===== src/rtl/tos_pkg.sv =====
package tos_pkg;
  // Arm code values carried in the activate byte
  localparam logic [7:0] TOS_ARM_IDLE = 8'h00;
  localparam logic [7:0] TOS_ARM_GO   = 8'h03;
  // Feedback byte bit positions
  localparam int TOS_FB_OUT1 = 0;
  localparam int TOS_FB_TRI1 = 1;
  localparam int TOS_FB_OUT2 = 2;
  localparam int TOS_FB_TRI2 = 3;
  // Reset values
  localparam logic [3:0]  TOS_TARGET_RST = 4'h0;
  localparam logic [63:0] TOS_TIME_RST   = 64'h0000000000000000;
  // Bus cycle length in clocks used by the master end
  localparam int TOS_BUS_CYCLE_NS  = 1000;
  localparam int TOS_CLK_NS        = 40;
  localparam int TOS_BUS_CYCLE_CLK = TOS_BUS_CYCLE_NS / TOS_CLK_NS;
  // Device scheduler states
  typedef enum logic [1:0] {TOS_IDLE, TOS_ARMED, TOS_DONE} tos_state_t;
  // Master sequencer states
  typedef enum logic [1:0] {TOS_M_IDLE, TOS_M_LOAD, TOS_M_ARM, TOS_M_WAIT} tos_mstate_t;
endpackage


===== src/rtl/tos_link_if.sv =====
`timescale 1ns/1ns
interface tos_link_if;
  logic        cycle_stb;   // Process data exchange pulse
  logic [63:0] start_time;  // Absolute start time
  logic [3:0]  target;      // Out1,Tri1,Out2,Tri2
  logic [7:0]  arm_code;    // Activate byte
  logic [7:0]  feedback;    // Applied states
  modport device (input cycle_stb, input start_time, input target, input arm_code,
                  output feedback);
  modport master (output cycle_stb, output start_time, output target, output arm_code,
                  input feedback);
endinterface


===== src/rtl/tos_time_cmp.sv =====
`timescale 1ns/1ns
module tos_time_cmp
  import tos_pkg::*;
(
  input  wire logic [63:0] now,       // Local time
  input  wire logic [63:0] deadline,  // Armed start time
  output logic             reached    // Now at or past deadline
);
  // Unsigned compare; wrap of 64-bit time is not a practical concern
  assign reached = (now >= deadline);
endmodule // tos_time_cmp


===== src/rtl/tos_device.sv =====
`timescale 1ns/1ns
module tos_device
  import tos_pkg::*;
(
  input  wire logic       clk,          // 25 MHz
  input  wire logic       rst,          // Sync, high; also power loss
  input  wire logic       ce,           // Clock enable
  tos_link_if.device      link,         // Process data from master
  input  wire logic [63:0] local_time,  // Local distributed time
  output logic [1:0]      drive,        // Channel drive to power stage
  output logic [1:0]      tristate,     // Channel high-impedance
  output logic            armed,        // Event pending
  output logic            fired         // One-cycle switch pulse
);
  tos_state_t  state;           // Scheduler state
  logic [7:0]  arm_prev;        // Last arm code seen
  logic [63:0] deadline;        // Armed start time
  logic [3:0]  applied;         // Applied output image
  logic        reached;         // Time compare result
  logic        arm_edge;        // 0 to 3 transition

  // Compare in separate leaf to keep the wide adder out of the FSM
  tos_time_cmp u_cmp (
    .now      (local_time),
    .deadline (deadline),
    .reached  (reached)
  );

  // Only a fresh exchange counts; arm code is stale between strobes
  assign arm_edge = link.cycle_stb && (arm_prev == TOS_ARM_IDLE)
                    && (link.arm_code == TOS_ARM_GO);

  // Previous arm code tracked per exchange
  always_ff @(posedge clk) begin
    if (rst) begin
      arm_prev <= TOS_ARM_IDLE;
    end else if (ce && link.cycle_stb) begin
      arm_prev <= link.arm_code;
    end
  end

  // Scheduler; reset doubles as power loss and clears the pending time
  always_ff @(posedge clk) begin
    if (rst) begin
      state    <= TOS_IDLE;
      deadline <= TOS_TIME_RST;
    end else if (ce) begin
      case (state)
        TOS_IDLE: begin
          if (arm_edge) begin
            deadline <= link.start_time;
            state    <= TOS_ARMED;
          end
        end
        TOS_ARMED: begin
          if (reached) begin
            state <= TOS_DONE;
          end
        end
        TOS_DONE: begin
          // Wait for master to drop arm code before rearming
          if (link.cycle_stb && link.arm_code == TOS_ARM_IDLE) begin
            state <= TOS_IDLE;
          end
        end
        default: state <= TOS_IDLE;
      endcase
    end
  end

  // Output image; targets sampled live at the firing moment
  always_ff @(posedge clk) begin
    if (rst) begin
      applied <= TOS_TARGET_RST;
      fired   <= 1'b0;
    end else if (ce) begin
      fired <= 1'b0;
      if (state == TOS_ARMED && reached) begin
        applied <= link.target;
        fired   <= 1'b1;
      end
    end
  end

  // Registered status and power stage outputs
  always_ff @(posedge clk) begin
    if (rst) begin
      armed    <= 1'b0;
      drive    <= 2'h0;
      tristate <= 2'h0;
    end else if (ce) begin
      armed    <= (state == TOS_ARMED);
      drive    <= {applied[TOS_FB_OUT2], applied[TOS_FB_OUT1]};
      tristate <= {applied[TOS_FB_TRI2], applied[TOS_FB_TRI1]};
    end
  end

  // Feedback byte, upper nibble reads zero
  always_ff @(posedge clk) begin
    if (rst) begin
      link.feedback <= 8'h00;
    end else if (ce) begin
      link.feedback <= {4'h0, applied};
    end
  end
endmodule // tos_device


===== src/flat_wrapper.sv =====
// flat-port wrapper written by rule: the top's interface ports become plain ports
module tos_device_flat import tos_pkg::*;
  (clk, rst, ce, local_time, drive, tristate, armed, fired, link_cycle_stb, link_start_time, link_target, link_arm_code, link_feedback);
  tos_link_if link_i ();
  input  wire logic clk;
  input  wire logic rst;
  input  wire logic ce;
  input  wire logic [63:0] local_time;
  output logic [1:0] drive;
  output logic [1:0] tristate;
  output logic armed;
  output logic fired;
  input wire logic [$bits(link_i.cycle_stb)-1:0] link_cycle_stb;
  input wire logic [$bits(link_i.start_time)-1:0] link_start_time;
  input wire logic [$bits(link_i.target)-1:0] link_target;
  input wire logic [$bits(link_i.arm_code)-1:0] link_arm_code;
  output wire logic [$bits(link_i.feedback)-1:0] link_feedback;
  assign link_i.cycle_stb = link_cycle_stb;
  assign link_i.start_time = link_start_time;
  assign link_i.target = link_target;
  assign link_i.arm_code = link_arm_code;
  assign link_feedback = link_i.feedback;
  tos_device u_core (.clk(clk), .rst(rst), .ce(ce), .link(link_i), .local_time(local_time), .drive(drive), .tristate(tristate), .armed(armed), .fired(fired));
endmodule

===== config.mk =====
export PLATFORM = sky130hd
export DESIGN_NAME = tos_device_flat
export DESIGN_NICKNAME = d
export VERILOG_FILES = /design/src/rtl/tos_pkg.sv /design/src/rtl/tos_link_if.sv /design/src/rtl/tos_time_cmp.sv /design/src/rtl/tos_device.sv /design/src/flat_wrapper.sv
export SDC_FILE = /design/constraint.sdc
export NUM_CORES = 1
export LEC_CHECK = 0
export BUFFER_PORTS_ARGS = -buffer_cell sky130_fd_sc_hd__buf_2
export CAP_MARGIN = 20
export CORE_MARGIN = 1
export CORE_UTILIZATION = 45
export DETAILED_ROUTE_END_ITERATION = 7
export PLACE_DENSITY_LB_ADDON = 0.2
export RECOVER_POWER = 25
export SLEW_MARGIN = 30
export SYNTH_ARGS = -nofsm -noshare
export SYNTH_HDL_FRONTEND = slang
export SYNTH_SLANG_ARGS = --single-unit

===== constraint.sdc =====
create_clock -name clk -period 2.4 [get_ports clk]
set_input_delay 0.12 -clock clk [delete_from_list [all_inputs] [get_ports clk]]
set_output_delay 0.12 -clock clk [all_outputs]
set_load 0.005 [all_outputs]

# Word-level counts from Yosys, hierarchy flattened
# Index checks and enable logic that the tools add are counted.
# totals
wordCells	32
out_inout_bits	14
register_bits	88
input_bits	144
# op_classes
eq_ne	6
n_reduce_logical	11
n_mux	5
n_lt_le_gt_ge	1
# ops
cell	count
$ge 64x64->1	1
$logic_not 8->1	2
$eq 8x2->1 const B	1
$mux 2	3
$ne 2x1->1 const B	3
$pmux 2 s3	1
$logic_and 1x1->1	5
$reduce_and 4->1	1
$reduce_and 3->1	1
$eq 2x1->1 const B	1
$eq 2x2->1 const B	1
$logic_not 2->1	1
$reduce_and 2->1	1
$mux 1	1

# Logic depth before layout (Yosys ltp)
# Gate-level depths: netlist of run 1.
# logic_depth
word_depth	5
depth_mapped	9
ltp_nobuf	9

# Modules after synthesis
# Synthesis of run 1 repeated with hierarchy kept, for this count alone.
# hier_totals
hier_cells	605
hier_area_um2	5312.6
# by_module_without_submodules
module	area_each_um2	seq_area_each_um2	instances	cells_each
tos_device	3731.1	1681.6	1	377
tos_time_cmp	1581.5	0.0	1	228

# Worst setup path before layout of run 1
# No wires, ideal clock.
# synth_timing
path_kind	reg2reg
from	register u_core.deadline[39]
to	register u_core.applied[0]
setup_slack_ns	0.404
stages_incl_launch_ff	9
path_buffers	0
arrival_time_ns	1.872
required_ns	2.276
setup_ns	0.124
synth_period_minus_slack_ns	1.996
path_cell_list	dfxtp_1 > inv_1 > ha_1 > nand4_1 > or4_1 > o211a_1 > nor2_2 > o21ai_2 > o2bb2ai_1
# synth_between
elab_chain_cells	3
# synth_rtl
item	line_no	rtl
start: declaration	tos_device.sv:17	logic [63:0] deadline;
start signal: assignment	tos_device.sv:51	deadline <= link.start_time;
$ge 64x64->1	tos_time_cmp.sv:10	assign reached = (now >= deadline);
$logic_and 1x1->1	tos_device.sv:78	if (state == TOS_ARMED && reached) begin
$reduce_and 2->1 (no source line)	n/a	
end signal: assignment	tos_device.sv:79	applied <= link.target;
end: declaration	tos_device.sv:18	logic [3:0] applied;
# Every way passes these cells.
# A chain may end at the register's enable or synchronous reset.

# Final worst setup path of run 1
# layout_timing
from	register u_core.deadline[0]
to	register u_core.state[1]
# layout_between
elab_chain_cells	3
# layout_rtl
item	line_no	rtl
$ge 64x64->1	tos_time_cmp.sv:10	
$ne 2x1->1 (no source line)	n/a	
$reduce_and 4->1 (no source line)	n/a	
end signal: assignment	tos_device.sv:45	state <= TOS_IDLE;
end signal: assignment	tos_device.sv:52	state <= TOS_ARMED;
end signal: assignment	tos_device.sv:57	state <= TOS_DONE;
end: declaration	tos_device.sv:15	tos_state_t state;
# Every way passes these cells.

==> results of run 1 <==
-- sequential cells by signal, summed over array words and instances (netlist names) --
| signal | flops |
|---|---|
| u_core.armed | 1 |
| u_core.fired | 1 |
| u_core.state | 2 |
| u_core.arm_prev | 8 |
| u_core.link.feedback | 1 |
| u_core.deadline | 64 |
| u_core.tristate | 2 |
| u_core.applied | 4 |
| u_core.drive | 1 |
-- routing by layer --
| layer | track usage (%) | vias up |
|---|---|---|
| met2 | 37.05 | 116 |
| li1 | - | 2383 |
| met4 | 8.611 | 0 |
| met5 | 0 | - |
| met1 | 26.51 | 2096 |
| met3 | 3.526 | 21 |
-- synthesized netlist by cell type (all sizes together) (2+ instances only) --
master,n
a21o,2
nor2,16
buf,26
nor4,3
clkbuf,7
or4,3
o311ai,2
ha,64
a21oi,105
o21ai,11
nor3,5
nor2b,4
mux2i,4
and4,4
o2bb2ai,4
nand2,157
a211oi,2
inv,70
a221oi,2
o21a,5
dfxtp,84
nand4,11
nand3,13
-- worst register-to-register path: cells and delay by family (launching register included) --
kind	cells	cell delay, ns
adder cells (fa/ha/maj)	1	0.26
AO/OA/AOI/OAI	6	1.39
flip-flops	1	0.33
AND/OR/NAND/NOR	1	0.15
-- what timing repair did --
item,4_1_cts,5_1_grt
endpoints found under the hold margin,38,1
buffers inserted,0,1
endpoints found under the setup margin,0,7
resized for setup,0,3
hold buffers,38,1
-- power groups by stage --
stage                     sequential (mW)  combinational (mW)  clock (mW)
after detailed placement             1.44               0.338           0
after CTS                            1.40               0.388        1.02
after global routing                 1.40               0.437        1.08
final                                1.40               0.389       0.985
after floorplan                      1.43               0.172           0
after global placement               1.44               0.328           0
-- worst min path at each step --
stage                        startpoint                  end  slack, ns
floorplan                link_target[0]    u_core.applied[0]       0.25
global placement         link_target[0]    u_core.applied[0]       0.36
detailed placement  link_start_time[36]  u_core.deadline[36]       0.37
CTS                 link_start_time[43]  u_core.deadline[43]     0.0002
global route        link_start_time[17]  u_core.deadline[17]      0.003
finish               link_start_time[6]   u_core.deadline[6]      0.004
-- per-stage QoR --
stage	area (um^2)	hold slack (ns)	power, mW	util [%]
4_1_cts	6310	0.0001911	2.807	60.04
2_1_floorplan	4965	0.2471	1.607	-
3_5_place_dp	5744	0.3703	1.774	54.66
5_1_grt	6339	0.002503	2.921	60.32
6_report	6339	0.003636	2.777	60.32
3_3_place_gp	5744	0.3635	1.763	54.66
-- area by class of cell --
type	instances	area share [%]
Multi-Input combinational cell	427	44.39
Sequential cell	84	26.53
Timing Repair Buffer	198	19.32
Inverter	70	4.145
Tap cell	136	2.685
Clock buffer	12	2.132
Clock inverter	4	0.7896
-- kinds of logic (layout without fill, tap and decap cells) --
group | after synthesis | count (layout)
simple gates | 218 | 218
mux | 4 | 4
other cells | 1 | 4
flops | 84 | 84
fa+ha+maj | 64 | 64
buf+inv | 103 | 284
compound gates | 137 | 137
==> run summary, run 1 <==
The flow ran to the end, and the final reports show no timing, DRC or antenna violations. The number of instances in the placed design is roughly 880. After the last flow step, the layout net total stands at 998. CTS built an H-tree with a depth of 3. The core region area came out at 10510 um^2. Across all layers, the routed design uses 4616 vias.

The cell taking the most area after synthesis is dfxtp_1. After detailed routing, the met3 layer carries between 500 and 600 um of wire. The setup path with the least slack is of type register to register. The switching power share of the total came out at 24.82%. The worst setup path is launched from a register. Among all stages on the critical path, the largest delay is contributed by a2111oi_2. The repair_antennas step left the layout with diodes totalling 0. The sequential area share after synthesis is 33.95%. The cell leakage power came out at 2.504 nW. The distinct cell type count after synthesis is 44. The number of cells traversed by the worst hold path is 3.

Across the routed clock network, the largest skew measured is 0.007221 ns. The endpoint of the most critical register-to-register path is u_core.state[1]. Global routing finished with a remaining overflow of 0. The origin of the worst setup path is u_core.deadline[0].

The number of port buffers came out at 153. The total clock buffers created by CTS came out at 9. The first global-routing pass estimated 19500 um of wire. The post-route DRC violation count is 0. The multi-input logic area came out at 2814 um^2. The setup slack of the worst register-to-register path came out at ~0.14 ns.

The pin slew with the least headroom to its limit came out at roughly 0.9 ns. Detailed placement finished with a half-perimeter wire length of 8743 um. The cell area that synthesis handed to floorplanning was 4954 um^2. Yosys printed 0 warnings. The number of cells on the worst reg-to-reg path is 8. The relative slew slack is 39.71%. In the layout the commonest cells are 152 x buf_2, 125 x nand2_1, 84 x dfxtp_1, 75 x a21oi_1, 70 x inv_1. The initial core utilization came out at 47.14%. The clock transition time at the flip-flop clock pins of the worst setup and hold paths came out at roughly 0.090 ns.

The count of mapped cells out of synthesis is 611. The number of global-route vias before repair came out at approximately 4500. The arrival time of data at the critical path endpoint is 2.48 ns. The signed area change from the synthesized netlist to the final layout is 27.96%. The type of the worst min-delay path is input pin to register. The peak fanout along the critical path is 6. Global routing used 21.47% of the available tracks. The highest metal layer carrying signal wires in the routed design is met4. The clock insertion delay at the later pin of the skew report came out at about 0.36 ns. The maximum number of pins on one net before global-route repair came out at 65.

In this run the critical register-to-register path is launched from u_core.deadline[0]. The residual antenna-violating net count after detailed routing is 0. TritonCTS built the clock tree. The register bit count reported by yosys is 84. The detailed-routed wire length on met2 came out at 5666 um. Measured along the y axis, the die boundary spans between 100 and 150 um. The synthesized-area fraction occupied by ao, oa, aoi and oai cells came out at 17.93%. The total wire length after detailed routing came out at 11760 um. The adder and majority gate portion of the synthesized area came out at 16.17%.

The non-filler instance count after layout is 931. Setup repair after global routing left no endpoint under its margin. The congestion estimate from routability-driven global placement came to 0.8285. The number of setup violations in the final report came out at 0.

The master cell of the clock root buffer is clkbuf_8. The die width is 106.9 um. The final count of hold timing violations came out at 0.

The number of pins exceeding their max-slew limit in the final report is 0. The analysis attributes to net switching a power of 689.3 uW. Traced cell by cell, the critical path runs through ha_1 -> nand2b_1 -> a2111oi_2 -> o31ai_1 -> a211oi_2 -> o311ai_4 -> o21ai_2 -> a21oi_1. The cell-internal power came out at 2.088 mW. The average cell area after synthesis came out at 8.107 um^2. The part of the total power dissipated in combinational logic is 14.0%. Data on the critical path is required at its endpoint by ~2.6 ns. The final critical-path share of the clock period is 94.14%. Using the TritonRoute via totals, the vias-per-cell ratio works out to 4.958. The main combinational cell family by area after synthesis is simple AND/OR/NAND/NOR gates. The portion of netlist area occupied by mux cells is less than 1%. The dominant delay contributor by cell family on the critical path is compound AO/OA/AOI/OAI gates. The clock period minus final worst setup slack is 2.259 ns. Leaving out fill and tap cells, the most frequent cell in the layout is buf_2. Registers take 1682 um^2.

The overall die area is 11430 um^2. Summed over all failing endpoints, the final setup total negative slack is 0 ns. The critical path ends at u_core.state[1].

In the post-synthesis netlist, the biggest area contributors are dfxtp_1 34%, ha_1 16%, nand2_1 9.5%. Setup slack closes at 0.1407 ns. The sequential power share came out at a little over 50%.

The fmax came out at 0.4426 GHz. The main flop type after synthesis is dfxtp_1. The critical path buffer and inverter count came out at 0. During I/O placement, the number of pins put on the boundary was 158.

On the worst path, the slowest cell contributes a delay of 0.36 ns. The iteration-0 DRC count of the detailed router came out at 165. The clock tree buffer depth is 2.

The worst setup slack before clock tree synthesis came out at 0.09090 ns. The number of fillers in the final layout came out at around 970. The detailed-route wire length on metal 1 came out at about 5300 um. The routed wirelength normalized by instance count is 12.64 um. The synthesized-area fraction occupied by and/or/nand/nor cells is between 20% and 30%.

The highest ir drop seen on vdd came out at 0.2348 mV. The share of Yosys cell area claimed by the top area cell type came out at 33.95%. The depth of the critical timing path with buffers and inverters included is 8. The power share of the clock group came out at 35.5%. The async set-reset flop share out of synthesis came out at 0%. In this run the core area contains 37 standard-cell rows. The worst setup path is captured at a register.

In the final layout, the share of cells above drive strength 1 is just over 30%. CTS saw 84 sinks. The number of max-cap violations is 0. The initial antenna violation count was 0. The pre-antenna-repair detailed-routing pass consisted of 4 iterations. The power per unit of standard cell area is between 400 and 500 nW/um^2. The synthesized design contains 0 enable-type register cells. The area share of xor/xnor cells in the synthesized design is 0%.
No activity file was read; power rests on OpenSTA's default activity.
==> run 2: changes to the inputs <==
- CELL_PAD_IN_SITES_DETAIL_PLACEMENT: default -> 1
- CELL_PAD_IN_SITES_GLOBAL_PLACEMENT: default -> 1
- CORE_UTILIZATION: 45 -> 37
==> run summary, run 2 (synthesis results as in run 1) <==
The number of fillers in the final layout is 1642 (+70%). The worst setup path is launched from a register. The largest registers in the layout are u_core.deadline x64, u_core.arm_prev x8, u_core.applied x4. The total via count after detailed routing came out at 4510 (-2.3%). The pin slew with the least headroom to its limit is 0.6302 ns (-0.2741 ns). Setup repair after global routing left no endpoint under its margin.

The critical path ends at u_core.applied[3]. The routed wirelength normalized by instance count is 13.96 um (+10%). The total wire length after detailed routing is 12970 um (+10%). The data required time at the worst endpoint came out at 2.62 ns (about the same). The post-layout net count is 960 (-3.8%).

The share of post-route cells with drive strength above 1 is 32.36% (+1.5 points). The run finished with clean final reports. The clock period minus final worst setup slack was 2.250 ns (-0.009380 ns). The fmax is 0.4445 GHz (+0.42%).

The residual antenna-violating net count after detailed routing is 0 (unchanged). The number of port buffers came out at 153 (unchanged). The cell row count is 41 (+11%).

The total clock buffers created by CTS is 9 (unchanged). The peak fanout along the critical path is 6 (unchanged). The startpoint identified for the worst register-to-register timing path is u_core.deadline[39]. The clock transition time at the flip-flop clock pins of the worst setup and hold paths came out at 0.06 ns (-0.03 ns).

The global-route wire length before repair came out at 21970 um (+13%). The final critical-path share of the clock period was 93.75% (-0.39 points). The post-route DRC violation count is 0 (unchanged). Leaving out fill and tap cells, the most frequent cells in the layout are 148 x buf_2, 125 x nand2_1, 84 x dfxtp_1, 75 x a21oi_1, 70 x inv_1. The largest register by flop count is u_core.deadline. The setup skew after layout is 0.007612 ns (+0.0003912 ns). The total negative setup slack came out at 0 ns (unchanged). The number of max-cap violations came out at 0 (unchanged). The number of pins exceeding their max-slew limit in the final report came out at 0 (unchanged). The area occupied by registers came to 1682 um^2 (unchanged). The y dimension of the die is 117.7 um (+10%). The antenna diode count is 0 (unchanged). The overall overflow remaining after global route came out at 0 (unchanged).

The arrival time of data at the critical path endpoint is 2.47 ns (about the same). The library cell used most frequently in the layout, excluding fill and tap cells, is buf_2. The number of setup violations in the final report came out at 0 (unchanged).

The cell leakage power is 2.382 nW (-4.9%). The path class of the tightest hold or removal check is input pin to register. The nature of the critical path endpoint is a register. The number of global-route vias before repair came to 4716 (+4.6%). The routability congestion estimate from global placement came out at 0.7826 (-5.5%). Relative to the synthesized area, the layout overhead comes to 23.31%.

The clock net sink count is 84 (unchanged). The clock insertion delay at the later pin of the skew report came to 0.34 ns (-0.02 ns). The maximum level of the CTS H-tree is 3 (unchanged). The iteration-0 DRC count of the detailed router is 127 (-23%). The top-level I/O count is 158 (unchanged). The final count of hold timing violations is 0 (unchanged).

The detail-routed via count per cell is 4.855 (-2.1%). The first-pass iteration count of the detailed router is 4 (unchanged). The overall die area came out at 13850 um^2 (+21%). The number of buffers inserted for hold repair after clock tree synthesis came out at 0 (-100%). The core region area was 12820 um^2 (+22%). The half-perimeter wire length of the detailed placement result is 10150 um (+16%).

The relative slew slack is 57.99% (+18 points). The multi-input logic area is 2838 um^2 (+0.84%). The initial antenna violation count is 0 (unchanged). The critical path is of the register to register type. The endpoint of the most critical register-to-register path is u_core.applied[3]. The origin of the worst setup path is u_core.deadline[39]. The maximum number of pins on one net before global-route repair is 53 (-18%). The combined global-route utilization of all metal layers was 19.74% (-1.7 points).

The cell sitting at the root of the clock tree is a clkbuf_16. The highest ir drop seen on vdd came to 0.2920 mV (+24%). The number of cells on the worst reg-to-reg path came out at 8 (unchanged). The total power after layout came to 3.083 mW (+11%). The clock tree buffer depth is 2 (unchanged). TritonCTS built the clock tree. The setup slack of the worst register-to-register path is 0.15 ns (about the same). The initial core utilization is 38.62% (-8.5 points). The die width was 117.7 um (+10%). The power per unit of standard cell area came out at 504.7 nW/um^2 (+15%).

The number of flip-flops under the largest register name came to 64 (unchanged).
[run 2: cell count changes in the layout (fill, tap and decap cells not counted), sizes merged]
cell / before / now
dlygate4sd3: 39 / 0
clkbuf: 13 / 19
buf: 158 / 156
clkinvlp: 2 / 0
bufinv: 1 / 0
[run 2: worst max-delay path, stage by stage, from the launching register on]
cell and delay, ns:
dfxtp_1 0.32, inv_1 0.05, ha_1 0.31, nand4_1 0.15
or4_1 0.56, o211a_1 0.24, nor2_2 0.23, o21ai_4 0.12
o2bb2ai_1 0.15
[run 2: cell type report]
cell class | count | area share [%]
multi-input combinational | 427 | 46.46
clock buffer | 15 | 4.547
timing repair buffer | 160 | 13.56
inverter | 70 | 4.302
clock inverter | 1 | 0.08193
tap | 172 | 3.523
sequential | 84 | 27.53
[run 2: metrics by stage]
step	instances	hold slack [ns]	worst slack [ns]	instance area, um^2	util, %
after global placement	913	0.3609	0.1736	5792	45.16
after CTS	929	0.003194	0.1152	6075	47.37
after global routing	929	0.01508	0.02190	6108	47.63
after floorplan	614	0.2471	0.4043	4965	-
final	929	0.01471	0.1501	6108	47.63
after detailed placement	913	0.3676	0.1380	5792	45.16
[run 2: what timing repair did]
item	CTS	global route
buffers inserted	0	0
endpoints found under the hold margin	0	0
gates resized for setup	0	5
setup endpoints to repair	0	6
[run 2: power breakdown]
group	total [mW]	internal [mW]	switching (mW)
Combinational	0.350	0.170	0.180
Clock	1.33	0.786	0.542
Sequential	1.40	1.40	0.00374
[run 2: per-layer routing]
metal,global-route usage (%),routed length [um]
met1,24.07,5952
met2,34.30,6212
met3,4.264,627
met4,6.330,179
met5,0,0
[run 2: how the worst min path moves through the flow]
stage / start / cells after the start / endpoint
after floorplan: link_target[0] / 2 / u_core.applied[0]
after global routing: link_start_time[1] / 3 / u_core.deadline[1]
final: link_target[2] / 3 / u_core.applied[2]
after detailed placement: link_target[2] / 3 / u_core.applied[2]
after CTS: link_target[2] / 3 / u_core.applied[2]
after global placement: link_target[3] / 3 / u_core.applied[3]
